<file path="src/pcm_pkg.sv">
// Constants for the configuration mirror block: offsets, field positions, reset values.
// Assumes a 32-bit APB register bus and a sampled link clock.
package pcm_pkg;

    localparam int ADDR_W = 12;
    localparam int DATA_W = 32;

    // Register byte offsets
    localparam logic [ADDR_W-1:0] IDENT_OFFSET   = 12'h000;
    localparam logic [ADDR_W-1:0] CMDSTAT_OFFSET = 12'h004;

    // Identity fields
    localparam int PART_ID_LSB  = 16;
    localparam int MAKER_ID_LSB = 0;
    localparam int ID_W         = 16;
    // Arbitrary neutral reset values
    localparam logic [15:0] PART_ID_RESET  = 16'h0a5a;
    localparam logic [15:0] MAKER_ID_RESET = 16'h0c3c;

    // Status half
    localparam int PAR_FAULT_BIT      = 31;
    localparam int SYS_FAULT_BIT      = 30;
    localparam int INIT_ABORT_BIT     = 29;
    localparam int RESP_ABORT_RCV_BIT = 28;
    localparam int RESP_ABORT_SIG_BIT = 27;
    localparam int SEL_SPEED_LSB      = 25;
    localparam int SEL_SPEED_W        = 2;
    localparam logic [1:0] SEL_SPEED_VAL = 2'h1;
    localparam int INIT_DPAR_BIT      = 24;
    localparam int B2B_CAP_BIT        = 23;
    localparam int HS_CAP_BIT         = 21;
    localparam int CAP_CHAIN_BIT      = 20;
    localparam int IRQ_STAT_BIT       = 19;
    localparam logic CAP_CHAIN_DEFAULT = 1'h1;

    // Command half
    localparam int IRQ_DIS_BIT    = 10;
    localparam int SYSPIN_EN_BIT  = 8;
    localparam int PAR_RESP_BIT   = 6;
    localparam logic CMD_BIT_RESET = 1'h0;

    // Sticky error flags, index to bit position
    localparam int FLAG_N = 5;
    localparam int FLAG_PAR   = 0;
    localparam int FLAG_SYS   = 1;
    localparam int FLAG_INIT  = 2;
    localparam int FLAG_RESP  = 3;
    localparam int FLAG_DPAR  = 4;
    localparam int FLAG_POS [FLAG_N] = '{31, 30, 29, 28, 24};
    localparam logic [FLAG_N-1:0] FLAG_RESET = 5'h00;

    // Pin sampler lanes
    localparam int LANE_N        = 6;
    localparam int LANE_PERR_IN  = 0;
    localparam int LANE_PAR_EVT  = 1;
    localparam int LANE_SYS_REQ  = 2;
    localparam int LANE_INIT_AB  = 3;
    localparam int LANE_RESP_AB  = 4;
    localparam int LANE_OWNER    = 5;

    localparam logic [DATA_W-1:0] WORD_ZERO = 32'h0000_0000;

    typedef enum logic {
        PCM_IDLE  = 1'b0,
        PCM_REPLY = 1'b1
    } pcm_apb_state_t;

endpackage

</file>
<file path="src/pcm_pin_sync.sv">
// Two-flop synchroniser for link-side pins plus rising-edge finder for the link clock.
// Assumes the link clock is much slower than the local clock.
module pcm_pin_sync #(
    parameter int W = 6
) (
    input  wire logic         clk,
    input  wire logic         rst_n,
    input  wire logic [W-1:0] pins_in,
    input  wire logic         link_clk_in,
    output logic      [W-1:0] pins_sync,
    output logic              link_rise
);

    logic [W-1:0] meta_reg;
    logic [W-1:0] sync_reg;
    logic         clk_meta_reg;
    logic         clk_sync_reg;
    logic         clk_last_reg;

    always_ff @(posedge clk) begin
        if (!rst_n) begin
            meta_reg <= '0;
            sync_reg <= '0;
        end else begin
            meta_reg <= pins_in;
            sync_reg <= meta_reg;
        end
    end

    always_ff @(posedge clk) begin
        if (!rst_n) begin
            clk_meta_reg <= 1'b0;
            clk_sync_reg <= 1'b0;
            clk_last_reg <= 1'b0;
        end else begin
            clk_meta_reg <= link_clk_in;
            clk_sync_reg <= clk_meta_reg;
            clk_last_reg <= clk_sync_reg;
        end
    end

    assign pins_sync = sync_reg;
    assign link_rise = clk_sync_reg & ~clk_last_reg;

endmodule

</file>
<file path="src/pcm_cfg_mirror.sv">
// Configuration identity and command/status mirror with APB register access.
// Assumes PCI-side event pins are held over at least one link clock period.
//
// Summary of operation
// - Identity word: part identifier high half, maker identifier low half, both writable.
// - Bit 31 sets on any parity error, even with parity reporting off.
// - Bit 30 sets whenever the system fault pin is driven.
// - Bit 29 sets when an own transaction ends in initiator abort.
// - Bit 28 records responder abort received as bus master, set only by master.
// - Bit 27 always reads 0; no responder abort is ever issued.
// - Bits 26-25 are hardwired 01, medium select decode speed.
// - Bit 24 sets on parity pin driven or seen, while master, response enabled.
// - Bit 23 back-to-back capability is hardwired 0.
// - Bit 21 high speed capability is read-only 0.
// - Bit 20 is a read-only capability chain present indicator.
// - Bit 19 shows current function interrupt state, unaffected by pin disable.
// - Interrupt pin driven low when bit 19 set and bit 10 clear.
// - Bit 10 set turns off the interrupt pin driver.
// - Reserved status bits 18-11 read 0.
// - With bit 6 clear, parity flag still sets but parity pin stays undriven.
// - Bit 8 enables the system fault pin driver; clear keeps faults off the pin.
//
// Added by the designer: the APB interface to the registers and the address map.
module pcm_cfg_mirror #(
    parameter logic [15:0] PART_ID_DEFAULT  = pcm_pkg::PART_ID_RESET,
    parameter logic [15:0] MAKER_ID_DEFAULT = pcm_pkg::MAKER_ID_RESET,
    parameter logic        CAP_CHAIN        = pcm_pkg::CAP_CHAIN_DEFAULT
) (
    input  wire logic                        CLOCK,
    input  wire logic                        RSTN,
    // APB slave
    input  wire logic                        PSEL,
    input  wire logic                        PENABLE,
    input  wire logic                        PWRITE,
    input  wire logic [pcm_pkg::ADDR_W-1:0]  PADDR,
    input  wire logic [pcm_pkg::DATA_W-1:0]  PWDATA,
    output logic      [pcm_pkg::DATA_W-1:0]  PRDATA,
    output logic                             PREADY,
    output logic                             PSLVERR,
    // Link side
    input  wire logic                        LINK_CLK,
    input  wire logic                        PAR_FAULT_EVT,
    input  wire logic                        SYS_FAULT_REQ,
    input  wire logic                        INIT_ABORT_EVT,
    input  wire logic                        RESP_ABORT_EVT,
    input  wire logic                        BUS_OWNER,
    input  wire logic                        FUNC_IRQ_STATE,
    input  wire logic                        PARITY_FAULT_PIN_N_I,
    output logic                             PARITY_FAULT_PIN_N_O,
    output logic                             PARITY_FAULT_PIN_OE,
    output logic                             SYSTEM_FAULT_PIN_N_O,
    output logic                             SYSTEM_FAULT_PIN_OE,
    output logic                             IRQ_PIN_N_O,
    output logic                             IRQ_PIN_OE
);

    // Pin sampling
    logic [pcm_pkg::LANE_N-1:0] lane_raw;
    logic [pcm_pkg::LANE_N-1:0] lane_sync;
    logic                       link_rise;

    always_comb begin
        lane_raw                        = '0;
        lane_raw[pcm_pkg::LANE_PERR_IN] = ~PARITY_FAULT_PIN_N_I;
        lane_raw[pcm_pkg::LANE_PAR_EVT] = PAR_FAULT_EVT;
        lane_raw[pcm_pkg::LANE_SYS_REQ] = SYS_FAULT_REQ;
        lane_raw[pcm_pkg::LANE_INIT_AB] = INIT_ABORT_EVT;
        lane_raw[pcm_pkg::LANE_RESP_AB] = RESP_ABORT_EVT;
        lane_raw[pcm_pkg::LANE_OWNER]   = BUS_OWNER;
    end

    pcm_pin_sync #(
        .W           (pcm_pkg::LANE_N)
    ) u_pin_sync (
        .clk         (CLOCK),
        .rst_n       (RSTN),
        .pins_in     (lane_raw),
        .link_clk_in (LINK_CLK),
        .pins_sync   (lane_sync),
        .link_rise   (link_rise)
    );

    // Register state
    logic [15:0]                  part_identifier_reg;
    logic [15:0]                  maker_identifier_reg;
    logic                         irq_pin_disable_reg;
    logic                         system_fault_pin_enable_reg;
    logic                         parity_response_enable_reg;
    logic                         irq_status_reg;
    logic [pcm_pkg::FLAG_N-1:0]   flag_reg;
    logic [pcm_pkg::FLAG_N-1:0]   flag_set;
    logic [pcm_pkg::FLAG_N-1:0]   flag_clr;

    // APB handshake
    pcm_pkg::pcm_apb_state_t      state_reg;
    logic [pcm_pkg::DATA_W-1:0]   prdata_reg;
    logic                         pready_reg;
    logic                         pslverr_reg;
    logic [pcm_pkg::DATA_W-1:0]   read_word;
    logic                         hit_ident;
    logic                         hit_cmdstat;
    logic                         access;
    logic                         commit_wr;

    // Link-side drive decisions
    logic                         perr_drive_now;
    logic                         serr_drive_now;
    logic                         perr_seen_now;
    logic                         perr_oe_reg;
    logic                         serr_oe_reg;
    logic                         irq_oe_reg;

    assign hit_ident   = (PADDR == pcm_pkg::IDENT_OFFSET);
    assign hit_cmdstat = (PADDR == pcm_pkg::CMDSTAT_OFFSET);
    assign access      = PSEL & PENABLE;
    assign commit_wr   = access & PWRITE & (state_reg == pcm_pkg::PCM_REPLY) & pready_reg;

    // Readback of the two mirror words
    always_comb begin
        read_word = pcm_pkg::WORD_ZERO;
        if (hit_ident) begin
            read_word[pcm_pkg::PART_ID_LSB +: pcm_pkg::ID_W]  = part_identifier_reg;
            read_word[pcm_pkg::MAKER_ID_LSB +: pcm_pkg::ID_W] = maker_identifier_reg;
        end else if (hit_cmdstat) begin
            for (int i = 0; i < pcm_pkg::FLAG_N; i++) begin
                read_word[pcm_pkg::FLAG_POS[i]] = flag_reg[i];
            end
            read_word[pcm_pkg::RESP_ABORT_SIG_BIT] = 1'b0;
            read_word[pcm_pkg::SEL_SPEED_LSB +: pcm_pkg::SEL_SPEED_W] = pcm_pkg::SEL_SPEED_VAL;
            read_word[pcm_pkg::B2B_CAP_BIT]   = 1'b0;
            read_word[pcm_pkg::HS_CAP_BIT]    = 1'b0;
            read_word[pcm_pkg::CAP_CHAIN_BIT] = CAP_CHAIN;
            read_word[pcm_pkg::IRQ_STAT_BIT]  = irq_status_reg;
            // Bits 18-11 and other unlisted bits stay 0
            read_word[pcm_pkg::IRQ_DIS_BIT]   = irq_pin_disable_reg;
            read_word[pcm_pkg::SYSPIN_EN_BIT] = system_fault_pin_enable_reg;
            read_word[pcm_pkg::PAR_RESP_BIT]  = parity_response_enable_reg;
        end
    end

    // Two-state slave: one wait cycle, then ready
    always_ff @(posedge CLOCK) begin
        if (!RSTN) begin
            state_reg   <= pcm_pkg::PCM_IDLE;
            pready_reg  <= 1'b0;
            pslverr_reg <= 1'b0;
            prdata_reg  <= pcm_pkg::WORD_ZERO;
        end else begin
            unique case (state_reg)
                pcm_pkg::PCM_IDLE: begin
                    if (access) begin
                        state_reg   <= pcm_pkg::PCM_REPLY;
                        pready_reg  <= 1'b1;
                        pslverr_reg <= ~(hit_ident | hit_cmdstat);
                        prdata_reg  <= PWRITE ? pcm_pkg::WORD_ZERO : read_word;
                    end
                end
                pcm_pkg::PCM_REPLY: begin
                    state_reg   <= pcm_pkg::PCM_IDLE;
                    pready_reg  <= 1'b0;
                    pslverr_reg <= 1'b0;
                    prdata_reg  <= pcm_pkg::WORD_ZERO;
                end
            endcase
        end
    end

    // Identity word
    always_ff @(posedge CLOCK) begin
        if (!RSTN) begin
            part_identifier_reg  <= PART_ID_DEFAULT;
            maker_identifier_reg <= MAKER_ID_DEFAULT;
        end else if (commit_wr && hit_ident) begin
            part_identifier_reg  <= PWDATA[pcm_pkg::PART_ID_LSB +: pcm_pkg::ID_W];
            maker_identifier_reg <= PWDATA[pcm_pkg::MAKER_ID_LSB +: pcm_pkg::ID_W];
        end
    end

    // Writable command bits
    always_ff @(posedge CLOCK) begin
        if (!RSTN) begin
            irq_pin_disable_reg         <= pcm_pkg::CMD_BIT_RESET;
            system_fault_pin_enable_reg <= pcm_pkg::CMD_BIT_RESET;
            parity_response_enable_reg  <= pcm_pkg::CMD_BIT_RESET;
        end else if (commit_wr && hit_cmdstat) begin
            irq_pin_disable_reg         <= PWDATA[pcm_pkg::IRQ_DIS_BIT];
            system_fault_pin_enable_reg <= PWDATA[pcm_pkg::SYSPIN_EN_BIT];
            parity_response_enable_reg  <= PWDATA[pcm_pkg::PAR_RESP_BIT];
        end
    end

    // Back-end interrupt state, same clock domain
    always_ff @(posedge CLOCK) begin
        if (!RSTN) begin
            irq_status_reg <= 1'b0;
        end else begin
            irq_status_reg <= FUNC_IRQ_STATE;
        end
    end

    // Link-side conditions, valid at a link clock rise
    assign perr_drive_now = lane_sync[pcm_pkg::LANE_PAR_EVT] & parity_response_enable_reg;
    assign serr_drive_now = lane_sync[pcm_pkg::LANE_SYS_REQ] & system_fault_pin_enable_reg;
    assign perr_seen_now  = perr_drive_now | lane_sync[pcm_pkg::LANE_PERR_IN];

    // Event sets, one per link clock rise
    always_comb begin
        flag_set = '0;
        if (link_rise) begin
            flag_set[pcm_pkg::FLAG_PAR]  = lane_sync[pcm_pkg::LANE_PAR_EVT];
            flag_set[pcm_pkg::FLAG_SYS]  = serr_drive_now;
            flag_set[pcm_pkg::FLAG_INIT] = lane_sync[pcm_pkg::LANE_INIT_AB]
                                         & lane_sync[pcm_pkg::LANE_OWNER];
            flag_set[pcm_pkg::FLAG_RESP] = lane_sync[pcm_pkg::LANE_RESP_AB]
                                         & lane_sync[pcm_pkg::LANE_OWNER];
            flag_set[pcm_pkg::FLAG_DPAR] = perr_seen_now & lane_sync[pcm_pkg::LANE_OWNER]
                                         & parity_response_enable_reg;
        end
    end

    // Write-one-to-clear strobes
    always_comb begin
        flag_clr = '0;
        if (commit_wr && hit_cmdstat) begin
            for (int i = 0; i < pcm_pkg::FLAG_N; i++) begin
                flag_clr[i] = PWDATA[pcm_pkg::FLAG_POS[i]];
            end
        end
    end

    // Sticky flags, set beats clear
    generate
        for (genvar g = 0; g < pcm_pkg::FLAG_N; g++) begin : g_flag
            always_ff @(posedge CLOCK) begin
                if (!RSTN) begin
                    flag_reg[g] <= pcm_pkg::FLAG_RESET[g];
                end else if (flag_set[g]) begin
                    flag_reg[g] <= 1'b1;
                end else if (flag_clr[g]) begin
                    flag_reg[g] <= 1'b0;
                end
            end
        end
    endgenerate

    // Fault pin drivers, updated on each link clock rise
    always_ff @(posedge CLOCK) begin
        if (!RSTN) begin
            perr_oe_reg <= 1'b0;
            serr_oe_reg <= 1'b0;
        end else if (link_rise) begin
            perr_oe_reg <= perr_drive_now;
            serr_oe_reg <= serr_drive_now;
        end
    end

    // Interrupt pin driver
    always_ff @(posedge CLOCK) begin
        if (!RSTN) begin
            irq_oe_reg <= 1'b0;
        end else begin
            irq_oe_reg <= irq_status_reg & ~irq_pin_disable_reg;
        end
    end

    // Pins pull low only when enabled
    logic pin_low_reg;
    always_ff @(posedge CLOCK) begin
        pin_low_reg <= 1'b0;
    end

    assign PRDATA               = prdata_reg;
    assign PREADY               = pready_reg;
    assign PSLVERR              = pslverr_reg;
    assign PARITY_FAULT_PIN_N_O = pin_low_reg;
    assign PARITY_FAULT_PIN_OE  = perr_oe_reg;
    assign SYSTEM_FAULT_PIN_N_O = pin_low_reg;
    assign SYSTEM_FAULT_PIN_OE  = serr_oe_reg;
    assign IRQ_PIN_N_O          = pin_low_reg;
    assign IRQ_PIN_OE           = irq_oe_reg;

endmodule

</file>
<file path="config.mk">
export PLATFORM = sky130hd
export DESIGN_NAME = pcm_cfg_mirror
export DESIGN_NICKNAME = d
export VERILOG_FILES = /design/src/pcm_pkg.sv /design/src/pcm_pin_sync.sv /design/src/pcm_cfg_mirror.sv
export SDC_FILE = /design/constraint.sdc
export NUM_CORES = 1
export LEC_CHECK = 0
export ABC_AREA = 1
export BUFFER_PORTS_ARGS = -buffer_cell sky130_fd_sc_hd__buf_2
export CORE_ASPECT_RATIO = 1.1
export CORE_MARGIN = 3
export CORE_UTILIZATION = 46
export DETAILED_ROUTE_END_ITERATION = 10
export GPL_ROUTABILITY_DRIVEN = 1
export MAX_ROUTING_LAYER = met4
export PLACE_DENSITY = 0.76
export REMOVE_ABC_BUFFERS = 1
export SYNTH_ARGS = -nofsm -noshare
export SYNTH_HDL_FRONTEND = slang
export SYNTH_SLANG_ARGS = --single-unit
export TNS_END_PERCENT = 5
</file>
<file path="constraint.sdc">
create_clock -name CLOCK -period 1.47 [get_ports CLOCK]
set_clock_uncertainty 0.2 [all_clocks]
set_input_delay 0.2205 -clock CLOCK [delete_from_list [all_inputs] [get_ports CLOCK]]
set_output_delay 0.2205 -clock CLOCK [all_outputs]
set_load 0.01 [all_outputs]
</file>
Word level (Yosys, flattened, before mapping) --
Cells that the tools add are included.
Storage, ports and cells: register bits after elaboration 94, bits of input ports 57, output and inout port bits 40, logic and storage cells 88
Cells by class: eq/ne operators 2, multiplexer cells 36, bitwise logic cells 19, reduce and logical (&&, ||, !) cells 8
Operator list (count):
- $mux W32 | 2
- $pmux W32 S2 | 1
- $mux W1 | 22
- $mux W9 | 2
- $and A1 B1 Y1 | 12
- $eq A12 B3 Y1 const B | 1
- $logic_not A12 Y1 | 1
- $mux W5 | 2
- $reduce_bool A2 Y1 | 5
- $mux W8 | 1
- $mux W6 | 1
- $pmux W1 S2 | 3
- $not A1 Y1 | 5
- $mux W3 | 1
- $logic_and A1 B1 Y1 | 2
- $mux W2 | 1
- $ne A2 B2 Y1 const B | 1
- $or A1 B1 Y1 | 2

Depth between registers and ports, before layout --
word-level depth 8, mapped depth 9, mapped depth without buffers 7

Cells and area by module --
From an unflattened synthesis, not the netlist that was laid out.
Second synthesis, totals: cells, all modules 460, area total of the unflattened synthesis 3708.6 sq um
By module, submodules not included:
- pcm_cfg_mirror | times used 1, cells an instance 412, area an instance 3276.9 sq um, seq. area each 1581.5 sq um
- pcm_pin_sync | times used 1, cells an instance 48, area an instance 431.7 sq um, seq. area each 300.3 sq um

Worst setup path after synthesis --
OpenSTA, ideal clock, no wires.
path kind reg2reg, start reg state_reg, end reg maker_identifier_reg[2], data arrival time 1.143 ns, data required time 1.136 ns, slack -0.007 ns, stages on the path, launching flop included 7, period minus slack after synthesis 1.477 ns, path through dfxtp_1 > nand3_1 > nor2_4 > nand3_2 > clkbuf_1 > nand2_1 > nand3_1
On the way: word-level cells in the longest chain between the ends 3
Ends and longest elaborated chain:
- from (decl) | line pcm_cfg_mirror.sv:95 | pcm_pkg::pcm_apb_state_t state_reg;
- from (signal assigned) | line pcm_cfg_mirror.sv:144 | state_reg <= pcm_pkg::PCM_IDLE;
- from (signal assigned) | line pcm_cfg_mirror.sv:152 | state_reg <= pcm_pkg::PCM_REPLY;
- from (signal assigned) | line pcm_cfg_mirror.sv:159 | state_reg <= pcm_pkg::PCM_IDLE;
- $and A1 B1 Y1 (2 in a row) | line pcm_cfg_mirror.sv:116 | assign commit_wr = access & PWRITE & (state_reg == pcm_pkg::PCM_REPLY) & pready_reg;
- $logic_and A1 B1 Y1 | line pcm_cfg_mirror.sv:173 | end else if (commit_wr && hit_ident) begin
- to (signal assigned) | line pcm_cfg_mirror.sv:175 | maker_identifier_reg <= PWDATA[pcm_pkg::MAKER_ID_LSB +: pcm_pkg::ID_W];
- to (decl) | line pcm_cfg_mirror.sv:85 | logic [15:0] maker_identifier_reg;
Every way passes these cells. A chain may end at the register's enable or synchronous reset.

Worst setup path after layout --
start reg state_reg, end reg part_identifier_reg[0]
On the way: word-level cells in the longest chain between the ends 3
Ends and longest elaborated chain:
- $and A1 B1 Y1 (2 in a row) | line pcm_cfg_mirror.sv:116
- $logic_and A1 B1 Y1 | line pcm_cfg_mirror.sv:173
- to (signal assigned) | line pcm_cfg_mirror.sv:174 | part_identifier_reg <= PWDATA[pcm_pkg::PART_ID_LSB +: pcm_pkg::ID_W];
- to (decl) | line pcm_cfg_mirror.sv:84 | logic [15:0] part_identifier_reg;
Every way passes these cells.

==> metrics.csv <==
metric;value;unit
outcome;complete, no violations;
hold_viol_final;0;
yosysWarnings;0;
clk_latency;0.34;ns
critical_path_class;reg -> reg;
start_util;48.7;%
vias_per_cell;4.80;
end_kind;flip-flop;
final_cell_area;4890;um2
cts_num_sinks;94;
setup-violations-final;0;
io_pins;97;
vias;3374;
hold_class;in -> reg;
grt_pass1_wl;13900;um
grt_start_max_net_pins;28;
numPortBuffers;93;
rows;32;
overflow;0;
worst_setup_path_start_kind;flip-flop;
synth.ff_latch_count;94;
ys.flop_type;dfxtp_1;
timing.rr.start;state_reg;
syn2layout_area_growth;38.4;%
nFillCells;571;
wl_per_cell;12.2;um
dp_hpwl;5590;um
globalRouteTotalUtil;20.6;%
crit_fanout;10;
timing.hold.ws;0.0215;ns
power.leakage;2.26;nW
synth_edf_count;0;
dp.cells;645;
startpoint;state_reg;
syn_area_per_cell;7.74;um2
rsz0062_at_grt;true;
power;4.61;mW
first_global_vias;3124;
drt_iter0_markers;245;
cts_buffers;9;
core_area;7250;um2
hold_start;PENABLE;
path_clk_slew;0.09;ns
crit_arrival;1.53;ns
fin_util;67.4;%
drv_cap;0;
power.density;944;nW/um2
first_pass_iters;4;
drc_errors;0;
htree_num_levels;3;
clk_path_buf_depth;2;
max_freq;691;MHz
die_w;89.5;um
ant_nets;0;
layout-drive-gt1-share;26.1;%
dieArea;8760;um2
n_antenna_cell;0;
netlist_instances;456;
final-instance-count-excl-fill;703;
ys_async_sr_fraction;0;%
drt_wl_total;8580;um
reg2reg_slack;0.02;ns
place.gp.congestion;0.902;
clock-root-buffer;clkbuf_8;
report.final.slew_viol_count;0;
largest_reg_flops;32;
vdd_drop_max;541;uV
required;1.55;ns
die_y;97.9;um
antenna_found_initial;0;
post-route-period-util;98.4;%
placed_cell_area;4190;um2
yosysSeqAreaShare;53.3;%
syn_area;3530;um2
synthDistinctLibCells;25;
cts_tree;yes;
min_period;1.45;ns
finish.net_count;654;
==> cell usage after synthesis, types with 2 or more instances <==
cell      number  area, um2
a21oi_1       56        280
buf_2          4       20.0
buf_4          4       30.0
buf_6          5       56.3
clkbuf_1      15       56.3
dfxtp_1       94       1880
inv_1         32        120
inv_2          6       22.5
nand2_1      162        608
nand3_1       30        150
nand4_1       19        119
nor2_1        12       45.0
nor2_4         2       22.5
o21ai_0        3       15.0
or2_2          2       12.5
==> timing repair <==
item / in CTS / in global routing
pin swaps: 0 / 1
endpoints found under the hold margin: 43 / 0
setup buffers: 0 / 1
resized for setup: 2 / 16
hold buffers: 41 / 0
cloned: 0 / 1
setup endpoints to repair: 33 / 55
==> worst max-delay path, stage by stage, from the launching register on <==
cell and delay, ns:
dfxtp_4 0.38, nand3_2 0.09, nor2_4 0.16, nand3_4 0.12
inv_6 0.11, clkbuf_16 0.15, nand2_1 0.05, a21oi_1 0.11
==> through the flow <==
stage | setup TNS, ns | worst slack [ns]
2_1_floorplan | -24.95 | -0.701
3_5_place_dp | -9.66 | -0.193
3_3_place_gp | -7.27 | -0.152
4_1_cts | 0 | 0.0116
5_1_grt | -0.862 | -0.0598
6_report | 0 | 0.0236
==> area by class of cell <==
| class | count | area [um2] | share of cell area, % |
|---|---|---|---|
| flip-flops and latches | 94 | 1890 | 38.6 |
| clock buffers | 10 | 138 | 2.82 |
| clock inverters | 5 | 58.8 | 1.20 |
| repair buffers | 157 | 1140 | 23.3 |
| inverters | 38 | 148 | 3.02 |
| multi-input cells | 297 | 1390 | 28.4 |
| well taps | 102 | 128 | 2.61 |
==> power breakdown <==
group / total [mW] / switching, mW / internal [mW]
Combinational: 0.353 / 0.167 / 0.186
Sequential: 2.58 / 0.0101 / 2.57
Clock: 1.68 / 0.851 / 0.827
Total: 4.61 / 1.03 / 3.58
==> cells by family (layout without fill, tap and decap cells) <==
| group | after synthesis | after routing | synth area share (%) |
|---|---|---|---|
| and+or+nand+nor | 234 | 234 | 29.3 |
| DFF | 94 | 94 | 53.3 |
| AOI/OAI and AO/OA | 60 | 60 | 8.58 |
| buffers and inverters | 67 | 210 | 8.75 |
| other | 1 | 3 | 0.106 |
==> metal layers <==
metal	wire length (um)	vias up	GRT usage (%)	part of all wire (%)
li1	-	1723	-	-
met1	3510	1510	25.4	41
met2	4290	118	32.4	50
met3	501	23	3.21	5.8
met4	291	0	9.85	3.4
met5	0	-	-	0
==> final timing paths <==
kind / cells after the start / endpoint
max: 7 / part_identifier_reg[0]
min reg2reg: 2 / u_pin_sync.pins_sync[4]
min: 3 / PREADY
max reg2reg: 7 / part_identifier_reg[0]
==> cell usage in the layout, fill, tap and decap left out, types with 2 or more instances in the layout <==
master,count
nand2_1,162
buf_2,93
dfxtp_1,92
a21oi_1,50
dlygate4sd3_1,41
inv_1,32
nand3_1,28
nand4_1,19
buf_4,14
nor2_1,12
clkbuf_8,10
a21oi_2,6
inv_2,5
buf_12,5
conb_1,3
buf_6,3
nor2_4,2
nand3_2,2
inv_6,2
or2_2,2
o21ai_0,2
clkinvlp_4,2
Power figures use the tool's default switching activity.
